$ cat src/logic/urf_params.svh
`ifndef URF_PARAMS_SVH
`define URF_PARAMS_SVH

// ----------------------------------------
// Special-purpose register numbers
// ----------------------------------------
`define URF_SPR_FIXED_POINT_EXCEPTION 10'h001
`define URF_SPR_LINK_RETURN_ADDRESS   10'h008
`define URF_SPR_LOOP_COUNT            10'h009
`define URF_SPR_USER_SCRATCH          10'h100
`define URF_SPR_SCRATCH_RO_4          10'h104
`define URF_SPR_SCRATCH_RO_5          10'h105
`define URF_SPR_SCRATCH_RO_6          10'h106
`define URF_SPR_SCRATCH_RO_7          10'h107
`define URF_SPR_TIME_UPPER_WORD       10'h10c
`define URF_SPR_TIME_LOWER_WORD       10'h10d

// ----------------------------------------
// Field layout (bit 0 is the msb); exception register bits numbered lsb-first (31 is the msb)
// ----------------------------------------
`define URF_FLD_LT  0
`define URF_FLD_GT  1
`define URF_FLD_EQ  2
`define URF_FLD_SO  3
`define URF_XER_SO  31
`define URF_XER_OV  30
`define URF_XER_CA  29
`define URF_XER_TOP_NIBBLE 31:28

// ----------------------------------------
// Reset values
// ----------------------------------------
`define URF_RST_WORD  32'h0000_0000
`define URF_RST_FIELD 4'h0

`endif

$ cat src/logic/urf_pkg.sv
package urf_pkg;

  // ----------------------------------------
  // Condition-register operations
  // ----------------------------------------
  typedef enum logic [7:0] {
    URF_OP_NONE     = 8'h01,
    URF_OP_MOVE_FLD = 8'h02,
    URF_OP_MOVE_XER = 8'h04,
    URF_OP_COPY_FLD = 8'h08,
    URF_OP_BIT_LOGIC = 8'h10,
    URF_OP_COMPARE  = 8'h20,
    URF_OP_RECORD   = 8'h40,
    URF_OP_RSVD     = 8'h80
  } urf_op_t;

  // Logical function on two condition bits
  typedef enum logic [2:0] {
    URF_LG_AND  = 3'h0,
    URF_LG_OR   = 3'h1,
    URF_LG_XOR  = 3'h2,
    URF_LG_NAND = 3'h3,
    URF_LG_NOR  = 3'h4,
    URF_LG_EQV  = 3'h5,
    URF_LG_ANDC = 3'h6,
    URF_LG_ORC  = 3'h7
  } urf_logic_t;

endpackage

$ cat src/logic/urf_core.sv
`timescale 1ns/100ps
`include "urf_params.svh"

// Function
// [RULE_01] Thirty-two 32-bit integer operand registers
// [RULE_02] All user registers 32 bits, no float
// [RULE_03] Condition flags: eight 4-bit fields, msb first
// [RULE_04] Field bits: lt, gt, eq, summary overflow
// [RULE_05] Masked field move from a register
// [RULE_06] Exception top nibble into one field
// [RULE_07] Copy one field into another
// [RULE_08] Bit logic touches only target bit
// [RULE_09] Compare may target any field
// [RULE_10] Branch tests a selected condition bit
// [RULE_11] Record bit set updates field 0
// [RULE_12] Three immediate ops always update field 0
// [RULE_13] Field 0 from signed compare to zero
// [RULE_14] Field 0 bit 3 takes final summary overflow
// [RULE_15] Undefined result may give arbitrary flags
// [RULE_16] Field 1 never updated by float
// [RULE_17] Compare sets exactly one of lt/gt/eq
// [RULE_18] Compare bit 3 takes final summary overflow
// [RULE_19] Special registers reached by number
// [RULE_20] Branches update link register implicitly
// [RULE_21] Summary overflow forwarded in same cycle

module urf_core #(
  parameter int NUM_REGS = 32
) (
  // Clock and reset
  input  wire logic                         clk,
  input  wire logic                         sys_rst,
  // Integer register ports
  input  wire logic [4:0]                   rd_addr_a,
  input  wire logic [4:0]                   rd_addr_b,
  input  wire logic                         wr_en,
  input  wire logic [4:0]                   wr_addr,
  input  wire logic [31:0]                  wr_data,
  output      logic [31:0]                  rd_data_a,
  output      logic [31:0]                  rd_data_b,
  // Condition-register operation
  input  wire urf_pkg::urf_op_t             cr_op,
  input  wire logic [7:0]                   field_mask,
  input  wire logic [2:0]                   dst_field,
  input  wire logic [2:0]                   src_field,
  input  wire logic [4:0]                   dst_bit,
  input  wire logic [4:0]                   src_bit_a,
  input  wire logic [4:0]                   src_bit_b,
  input  wire urf_pkg::urf_logic_t          logic_fn,
  input  wire logic [31:0]                  op_source,
  input  wire logic [31:0]                  cmp_second,
  input  wire logic                         cmp_unsigned,
  // Record-form result
  input  wire logic                         record_bit,
  input  wire logic                         always_record,
  input  wire logic [31:0]                  int_result,
  input  wire logic                         result_undefined,
  // Overflow update from the executing instruction
  input  wire logic                         ov_write,
  input  wire logic                         ov_value,
  input  wire logic                         ca_write,
  input  wire logic                         ca_value,
  // Branch interface
  input  wire logic [4:0]                   branch_bit,
  output      logic                         branch_cond,
  input  wire logic                         link_write,
  input  wire logic [31:0]                  link_value,
  input  wire logic                         count_dec,
  // Special-register port
  input  wire logic                         spr_wr,
  input  wire logic [9:0]                   spr_num,
  input  wire logic [31:0]                  spr_wdata,
  output      logic [31:0]                  spr_rdata,
  output      logic                         spr_hit,
  // Read-only sources
  input  wire logic [31:0]                  scratch_ro_4,
  input  wire logic [31:0]                  scratch_ro_5,
  input  wire logic [31:0]                  scratch_ro_6,
  input  wire logic [31:0]                  scratch_ro_7,
  input  wire logic [31:0]                  time_upper_word,
  input  wire logic [31:0]                  time_lower_word,
  // State
  output      logic [31:0]                  condition_flags,
  output      logic [31:0]                  fixed_point_exception,
  output      logic [31:0]                  link_return_address,
  output      logic [31:0]                  loop_count
);

  // ----------------------------------------
  // Storage
  // ----------------------------------------
  logic [31:0] integer_operand_regs [NUM_REGS];
  logic [31:0] cr_reg;
  logic [31:0] cr_next;
  logic [31:0] xer_reg;
  logic [31:0] xer_next;
  logic [31:0] lr_reg;
  logic [31:0] ctr_reg;
  logic [31:0] scratch_reg;
  logic        so_final;
  logic [3:0]  cmp_field;
  logic [3:0]  rec_field;
  logic        rec_en;
  logic        bit_a;
  logic        bit_b;
  logic        bit_res;

  // Msb-first bit index into lsb-first vector
  function automatic logic [4:0] cr_pos(input logic [4:0] n);
    cr_pos = 5'd31 - n;
  endfunction

  function automatic logic [3:0] cr_get(input logic [31:0] v, input logic [2:0] f);
    cr_get = v[(5'd28 - {f, 2'b00}) +: 4];
  endfunction

  // ----------------------------------------
  // Integer registers
  // ----------------------------------------
  always_ff @(posedge clk) begin
    if (wr_en) begin
      integer_operand_regs[wr_addr] <= wr_data; // [RULE_01]
    end
  end

  always_ff @(posedge clk) begin
    if (sys_rst) begin
      rd_data_a <= `URF_RST_WORD;
      rd_data_b <= `URF_RST_WORD;
    end else begin
      rd_data_a <= integer_operand_regs[rd_addr_a];
      rd_data_b <= integer_operand_regs[rd_addr_b];
    end
  end

  // ----------------------------------------
  // Exception register
  // ----------------------------------------
  always_comb begin
    xer_next = xer_reg;
    if (spr_wr && spr_num == `URF_SPR_FIXED_POINT_EXCEPTION) begin
      xer_next = spr_wdata; // [RULE_19]
    end else if (cr_op == urf_pkg::URF_OP_MOVE_XER) begin
      xer_next[`URF_XER_TOP_NIBBLE] = 4'h0;
    end
    // Hardware set wins over a same-cycle clear
    if (ov_write) begin
      xer_next[`URF_XER_OV] = ov_value;
      if (ov_value) begin
        xer_next[`URF_XER_SO] = 1'b1;
      end
    end
    if (ca_write) begin
      xer_next[`URF_XER_CA] = ca_value;
    end
  end

  // Same-cycle forward of new summary overflow [RULE_21]
  assign so_final = xer_next[`URF_XER_SO];

  always_ff @(posedge clk) begin
    if (sys_rst) begin
      xer_reg <= `URF_RST_WORD;
    end else begin
      xer_reg <= xer_next;
    end
  end

  // ----------------------------------------
  // Flag generation
  // ----------------------------------------
  urf_flag_gen u_cmp (
    .first_source_reg (op_source),
    .second_operand   (cmp_second),
    .unsigned_cmp     (cmp_unsigned),
    .summary_ovf      (so_final),
    .field_out        (cmp_field)
  );

  // Result against zero, signed; undefined results just flow through [RULE_15]
  urf_flag_gen u_rec (
    .first_source_reg (int_result),
    .second_operand   (32'h0000_0000),
    .unsigned_cmp     (1'b0),
    .summary_ovf      (so_final),
    .field_out        (rec_field)
  );

  assign rec_en = record_bit || always_record; // [RULE_11] [RULE_12]

  // ----------------------------------------
  // Condition register
  // ----------------------------------------
  always_comb begin
    bit_a = cr_reg[cr_pos(src_bit_a)];
    bit_b = cr_reg[cr_pos(src_bit_b)];
    case (logic_fn)
      urf_pkg::URF_LG_AND:  bit_res = bit_a & bit_b;
      urf_pkg::URF_LG_OR:   bit_res = bit_a | bit_b;
      urf_pkg::URF_LG_XOR:  bit_res = bit_a ^ bit_b;
      urf_pkg::URF_LG_NAND: bit_res = ~(bit_a & bit_b);
      urf_pkg::URF_LG_NOR:  bit_res = ~(bit_a | bit_b);
      urf_pkg::URF_LG_EQV:  bit_res = ~(bit_a ^ bit_b);
      urf_pkg::URF_LG_ANDC: bit_res = bit_a & ~bit_b;
      urf_pkg::URF_LG_ORC:  bit_res = bit_a | ~bit_b;
      default:              bit_res = 1'b0;
    endcase
  end

  // No float path: field 1 only moves by explicit ops [RULE_16] [RULE_02]
  always_comb begin
    cr_next = cr_reg;
    case (cr_op)
      urf_pkg::URF_OP_MOVE_FLD: begin
        for (int f = 0; f < 8; f++) begin
          if (field_mask[7 - f]) begin
            cr_next[(28 - 4 * f) +: 4] = op_source[(28 - 4 * f) +: 4]; // [RULE_05]
          end
        end
      end
      urf_pkg::URF_OP_MOVE_XER: begin
        cr_next[(5'd28 - {dst_field, 2'b00}) +: 4] =
          xer_reg[`URF_XER_TOP_NIBBLE]; // [RULE_06]
      end
      urf_pkg::URF_OP_COPY_FLD: begin
        cr_next[(5'd28 - {dst_field, 2'b00}) +: 4] = cr_get(cr_reg, src_field); // [RULE_07]
      end
      urf_pkg::URF_OP_BIT_LOGIC: begin
        cr_next[cr_pos(dst_bit)] = bit_res; // [RULE_08]
      end
      urf_pkg::URF_OP_COMPARE: begin
        cr_next[(5'd28 - {dst_field, 2'b00}) +: 4] = cmp_field; // [RULE_09] [RULE_03]
      end
      urf_pkg::URF_OP_RECORD: begin
        if (rec_en) begin
          cr_next[31:28] = rec_field; // [RULE_13] [RULE_04]
        end
      end
      default: begin
        cr_next = cr_reg;
      end
    endcase
  end

  always_ff @(posedge clk) begin
    if (sys_rst) begin
      cr_reg <= `URF_RST_WORD;
    end else begin
      cr_reg <= cr_next;
    end
  end

  // ----------------------------------------
  // Link, count and scratch
  // ----------------------------------------
  always_ff @(posedge clk) begin
    if (sys_rst) begin
      lr_reg <= `URF_RST_WORD;
    end else if (link_write) begin
      lr_reg <= link_value; // [RULE_20]
    end else if (spr_wr && spr_num == `URF_SPR_LINK_RETURN_ADDRESS) begin
      lr_reg <= spr_wdata;
    end
  end

  // Decrement wraps from zero to all ones
  always_ff @(posedge clk) begin
    if (sys_rst) begin
      ctr_reg <= `URF_RST_WORD;
    end else if (count_dec) begin
      ctr_reg <= ctr_reg - 32'h0000_0001;
    end else if (spr_wr && spr_num == `URF_SPR_LOOP_COUNT) begin
      ctr_reg <= spr_wdata;
    end
  end

  always_ff @(posedge clk) begin
    if (sys_rst) begin
      scratch_reg <= `URF_RST_WORD;
    end else if (spr_wr && spr_num == `URF_SPR_USER_SCRATCH) begin
      scratch_reg <= spr_wdata;
    end
  end

  // ----------------------------------------
  // Special-register read
  // ----------------------------------------
  always_ff @(posedge clk) begin
    if (sys_rst) begin
      spr_rdata <= `URF_RST_WORD;
      spr_hit   <= 1'b0;
    end else begin
      spr_hit <= 1'b1;
      case (spr_num) // [RULE_19]
        `URF_SPR_FIXED_POINT_EXCEPTION: spr_rdata <= xer_reg;
        `URF_SPR_LINK_RETURN_ADDRESS:   spr_rdata <= lr_reg;
        `URF_SPR_LOOP_COUNT:            spr_rdata <= ctr_reg;
        `URF_SPR_USER_SCRATCH:          spr_rdata <= scratch_reg;
        `URF_SPR_SCRATCH_RO_4:          spr_rdata <= scratch_ro_4;
        `URF_SPR_SCRATCH_RO_5:          spr_rdata <= scratch_ro_5;
        `URF_SPR_SCRATCH_RO_6:          spr_rdata <= scratch_ro_6;
        `URF_SPR_SCRATCH_RO_7:          spr_rdata <= scratch_ro_7;
        `URF_SPR_TIME_UPPER_WORD:       spr_rdata <= time_upper_word;
        `URF_SPR_TIME_LOWER_WORD:       spr_rdata <= time_lower_word;
        default: begin
          spr_rdata <= `URF_RST_WORD;
          spr_hit   <= 1'b0;
        end
      endcase
    end
  end

  // ----------------------------------------
  // Outputs
  // ----------------------------------------
  always_ff @(posedge clk) begin
    if (sys_rst) begin
      branch_cond <= 1'b0;
    end else begin
      branch_cond <= cr_reg[cr_pos(branch_bit)]; // [RULE_10]
    end
  end

  assign condition_flags       = cr_reg;
  assign fixed_point_exception = xer_reg;
  assign link_return_address   = lr_reg;
  assign loop_count            = ctr_reg;

  // ----------------------------------------
  // Checks
  // ----------------------------------------
  chk_rec_field0: assert property (@(posedge clk) disable iff (sys_rst) // [RULE_11]
    (cr_op == urf_pkg::URF_OP_RECORD && rec_en) |=> cr_reg[31:28] == $past(rec_field))
    else $error("field 0 not recorded");

  chk_norec_hold: assert property (@(posedge clk) disable iff (sys_rst) // [RULE_11]
    (cr_op == urf_pkg::URF_OP_RECORD && !rec_en) |=> $stable(cr_reg))
    else $error("field 0 changed without record");

  chk_cmp_onehot: assert property (@(posedge clk) disable iff (sys_rst) // [RULE_17]
    (cr_op == urf_pkg::URF_OP_COMPARE) |=>
      $onehot(cr_get(cr_reg, $past(dst_field)) & 4'he))
    else $error("compare not one-hot");

  chk_cmp_so: assert property (@(posedge clk) disable iff (sys_rst) // [RULE_18]
    (cr_op == urf_pkg::URF_OP_COMPARE) |=>
      cr_reg[cr_pos({$past(dst_field), 2'b11})] == xer_reg[`URF_XER_SO])
    else $error("compare overflow copy wrong");

  chk_so_fwd: assert property (@(posedge clk) disable iff (sys_rst) // [RULE_21]
    (cr_op == urf_pkg::URF_OP_RECORD && rec_en && ov_write && ov_value) |=>
      cr_reg[28] && xer_reg[`URF_XER_SO])
    else $error("overflow not forwarded");

  chk_copy_fld: assert property (@(posedge clk) disable iff (sys_rst) // [RULE_07]
    (cr_op == urf_pkg::URF_OP_COPY_FLD) |=>
      cr_get(cr_reg, $past(dst_field)) == cr_get($past(cr_reg), $past(src_field)))
    else $error("field copy wrong");

  chk_move_xer: assert property (@(posedge clk) disable iff (sys_rst) // [RULE_06]
    (cr_op == urf_pkg::URF_OP_MOVE_XER && !spr_wr) |=>
      cr_get(cr_reg, $past(dst_field)) == $past(xer_reg[`URF_XER_TOP_NIBBLE]))
    else $error("exception nibble move wrong");

  chk_bit_only: assert property (@(posedge clk) disable iff (sys_rst) // [RULE_08]
    (cr_op == urf_pkg::URF_OP_BIT_LOGIC) |=>
      ((cr_reg ^ $past(cr_reg)) & ~(32'h0000_0001 << cr_pos($past(dst_bit)))) == 32'h0)
    else $error("bit logic disturbed others");

  chk_branch_bit: assert property (@(posedge clk) disable iff (sys_rst) // [RULE_10]
    1'b1 |=> branch_cond == $past(cr_reg[cr_pos(branch_bit)]))
    else $error("branch condition wrong");

endmodule

$ cat src/logic/urf_flag_gen.sv
`timescale 1ns/100ps
`include "urf_params.svh"

module urf_flag_gen (
  // Operands
  input  wire logic [31:0] first_source_reg,
  input  wire logic [31:0] second_operand,
  input  wire logic        unsigned_cmp,
  input  wire logic        summary_ovf,
  // Field
  output      logic [3:0]  field_out
);

  logic lt_s;
  logic lt_u;

  // Exactly one of lt, gt, eq always set [RULE_17] [RULE_13]
  always_comb begin
    lt_s = $signed(first_source_reg) < $signed(second_operand);
    lt_u = first_source_reg < second_operand;
    field_out = `URF_RST_FIELD;
    field_out[3 - `URF_FLD_LT] = unsigned_cmp ? lt_u : lt_s;
    field_out[3 - `URF_FLD_EQ] = (first_source_reg == second_operand);
    field_out[3 - `URF_FLD_GT] = !(unsigned_cmp ? lt_u : lt_s) &&
                                 (first_source_reg != second_operand);
    field_out[3 - `URF_FLD_SO] = summary_ovf; // [RULE_18] [RULE_14]
  end

endmodule

$ cat config.mk
export PLATFORM = sky130hd
export DESIGN_NAME = urf_core
export DESIGN_NICKNAME = d
export VERILOG_FILES = /design/src/logic/urf_pkg.sv /design/src/logic/urf_core.sv /design/src/logic/urf_flag_gen.sv
export VERILOG_INCLUDE_DIRS = /design/src /design/src/logic
export SDC_FILE = /design/constraint.sdc
export NUM_CORES = 2
export LEC_CHECK = 0
export BUFFER_PORTS_ARGS = -buffer_cell sky130_fd_sc_hd__buf_2
export CAP_MARGIN = 20
export CORE_AREA = 2 2 379 381
export CTS_CLUSTER_DIAMETER = 30
export CTS_CLUSTER_SIZE = 28
export DETAILED_ROUTE_END_ITERATION = 6
export DIE_AREA = 0 0 381 383
export PLACE_DENSITY = 0.73
export SLEW_MARGIN = 20
export SYNTH_ARGS = -nofsm -noshare
export SYNTH_HDL_FRONTEND = slang
export SYNTH_SLANG_ARGS = --single-unit
$ cat constraint.sdc
create_clock -name clk -period 4.1 [get_ports clk]
set_input_delay 0.615 -clock clk [delete_from_list [all_inputs] [get_ports clk]]
set_output_delay 0.615 -clock clk [all_outputs]
set_load 0.02 [all_outputs]
==> key figures <==
Status
  – Outcome: finished, violations left
  – Failing checks: design-rule violations

Global routing
  – Vias in the first global route: 46414
  – Largest net degree at the start of global routing: 79
  – GRT Max-Usage Layer: met2
  – Tot GR Track Use: 34.1%
  – Global-route wire length before repair: 350 mm
  – Total grt overflow: 0
  – Initial antenna violation count: 59
  – Met1 Track Usage GR: 39.0%
  – Met3 Use GR: 8.33%
  – Met2 Use GR: 54.1%

Floorplan
  – FP Rows: 139
  – Die area: 146000 um^2
  – Core region area: 142000 um^2
  – Initial Utilization: 43.6%
  – Io pins: 694
  – DIE WIDTH: 381 um
  – Die Y: 383 um

Route
  – Post-DRT Antenna Nets: 0
  – Post-DR vias/cell: 6.54
  – Remaining DRCs: 3
  – Drt wl/cell: 36.1 um
  – Drt total wl: 252 mm
  – Vias: 45678
  – First-pass DRT Iterations: 6
  – Initial DRC Count: 6652

Hold path
  – Min-delay worst type: input port to flip-flop
  – Hold EP: scratch_reg[2]
  – Hold Crit Depth: 3
  – Hold_sp: spr_wdata[2]

Clock network
  – H-tree levels: 5
  – Worst-path clk slew: 50 ps
  – Clock tree buffer depth: 4
  – Post-CTS Setup Repair Bufs: 0
  – Root Driver: clkbuf_16
  – CTS Buf Count: 299
  – CTS tree: done
  – # clock sinks: 1282
  – Clk_lat worst skew: 890 ps

Flow run
  – Max-Cap Viols: 0

Placement
  – DPL Wire Length: 158 mm
  – Minimum setup slack after placement: -51.8 ps
  – Gp weighted congestion: 1.02
  – Port Buffers: 692

Timing
  – Worst slew pin tran: 1230 ps
  – Period utilisation layout: 92.4%
  – Achievable Freq: 264 MHz
  – Final setup viols: 0
  – Pins Over Slew Limit: 0
  – Layout Skew: 54.2 ps
  – Final-report hold violation count: 0
  – Post-route minimum period: 3790 ps
  – RSZ-0062 raised after global routing: no
  – Slew HR: 15.6%
  – Setup ws final: 311 ps

Critical path
  – FF-to-FF path depth: 12
  – Worst Setup Start Kind: flip-flop
  – R2r endpoint: condition_flags[31]
  – Crit-path max FO: 15
  – Crit Path Category: flip-flop to flip-flop
  – Worst setup EP type: flip-flop
  – R2r setup slk: 310 ps
  – RR Startpoint: condition_flags[29]
  – CP startpoint: condition_flags[29]
  – CP Data Arrival Time: 4490 ps
  – Crit path required time: 4800 ps

Synthesis
  – Syn Std Cell Area: 62000 um^2
  – Post-synth net total: 4370
  – Mean Syn Cell Area: 16.1 um^2
  – Register area share after synthesis: 57.9%
  – Cells after Synth: 3863
  – Post-synthesis cell type count: 81
  – Yosys warnings: 0
  – Top FF cell, synth: edfxtp_1
  – Post-synth EDFFs: 1024
  – Flops & latches, synth: 1282
  – Ys async rst share: 0%

Finish
  – Commonest non-fill, non-tap cells in the layout: edfxtp_1, buf_2, mux4_2
  – Layout cell share with drive strength beyond 1: 41.7%
  – Area grow syn2layout: 28.1%
  – Footprint of the multi-input gates: 25000 um^2
  – Layout Nets: 5300
  – Most common cell after layout, fill and taps aside: edfxtp_1
  – Largest Register: integer_operand_regs
  – Max reg flops: 1024
  – Fillers: 10867
  – Seq. cell area: 35900 um^2

Power
  – Worst VDD drop: 0.000468 V
  – Pwr per Cell Area: 520 nW/um^2
  – LEAKAGE: 0.0280 uW
  – Overall Power: 41300 uW
==> Yosys cell counts, drive strengths merged (39+ instances only) <==
library cell,number,area share [%]
mux2i,167,2.7
ha,39,0.79
edfxtp,1024,50
nor3,44,0.35
inv,50,0.30
o21ai,61,0.49
o22ai,45,0.45
nand2,271,1.6
nor2,270,1.6
a21oi,226,1.8
clkbuf,187,1.1
dfxtp,258,8.3
mux4,679,25
a22oi,60,0.73
a31oi,41,0.41
buf,107,0.81
==> per-layer routing <==
layer | wire, um | vias up
li1 | - | 18016
met1 | 80800 | 23190
met2 | 120000 | 3647
met3 | 26800 | 809
met4 | 24000 | 16
met5 | 113 | -
==> stage by stage <==
stage / hold WS (ps) / setup TNS [ps] / cell area, um^2 / util, % / cells
after floorplan: 432 / 0 / 62000 / - / 3863
after global placement: 438 / -148 / 69000 / 48.5 / 6352
after detailed placement: 447 / -181 / 69000 / 48.5 / 6352
after CTS: 1.69 / 0 / 79300 / 55.7 / 6916
after global routing: 15.9 / 0 / 79400 / 55.8 / 6975
final: 32.1 / 0 / 79500 / 55.9 / 6984
==> how the worst max path moves through the flow <==
| stage | to | depth (start not counted) |
|---|---|---|
| detailed placement | condition_flags[31] | 14 |
| finish | condition_flags[31] | 12 |
| CTS | condition_flags[31] | 12 |
| global placement | condition_flags[31] | 14 |
| global route | condition_flags[31] | 13 |
| floorplan | condition_flags[0] | 13 |
==> final cells by class <==
class	count	area share [%]
clock buffer	347	9.91
clock inverter	174	2.52
antenna	68	0.214
timing repair buffer	923	7.48
multi-input combinational	2237	31.4
tap	1903	3.00
inverter	50	0.236
sequential	1282	45.2
==> logic make-up after synthesis <==
kind of cell / Yosys count / share of synthesized area (%)
and+or+nand+nor: 767 / 5.68
adders and majority gates: 39 / 0.787
DFF: 1282 / 57.9
xor gates and xnor gates: 1 / 0.0141
muxes: 859 / 27.6
AOI/OAI and AO/OA: 571 / 5.80
buffers and inverters: 344 / 2.25
==> critical path, stage by stage (launching register included) <==
cell and delay (ps):
dfxtp_1 500, mux4_2 550, mux4_2 460, mux2i_1 250, ha_1 170, inv_1 40, mux2_2 260, mux4_2 500
buf_12 180, mux2i_1 140, nor2_1 50, a2111oi_0 390, a211oi_1 130
==> timing repair <==
item | CTS | global route
hold endpoints to repair | 45 | 0
gates resized for setup | 0 | 0
hold buffers | 43 | 0
==> where the power goes <==
| part | internal [uW] | total, uW | switching [uW] |
|---|---|---|---|
| clock | 15900 | 23500 | 7600 |
| sequential | 14300 | 14500 | 197 |
| combinational | 1390 | 3310 | 1920 |
Note: power is estimated with default switching activity, not from simulation.
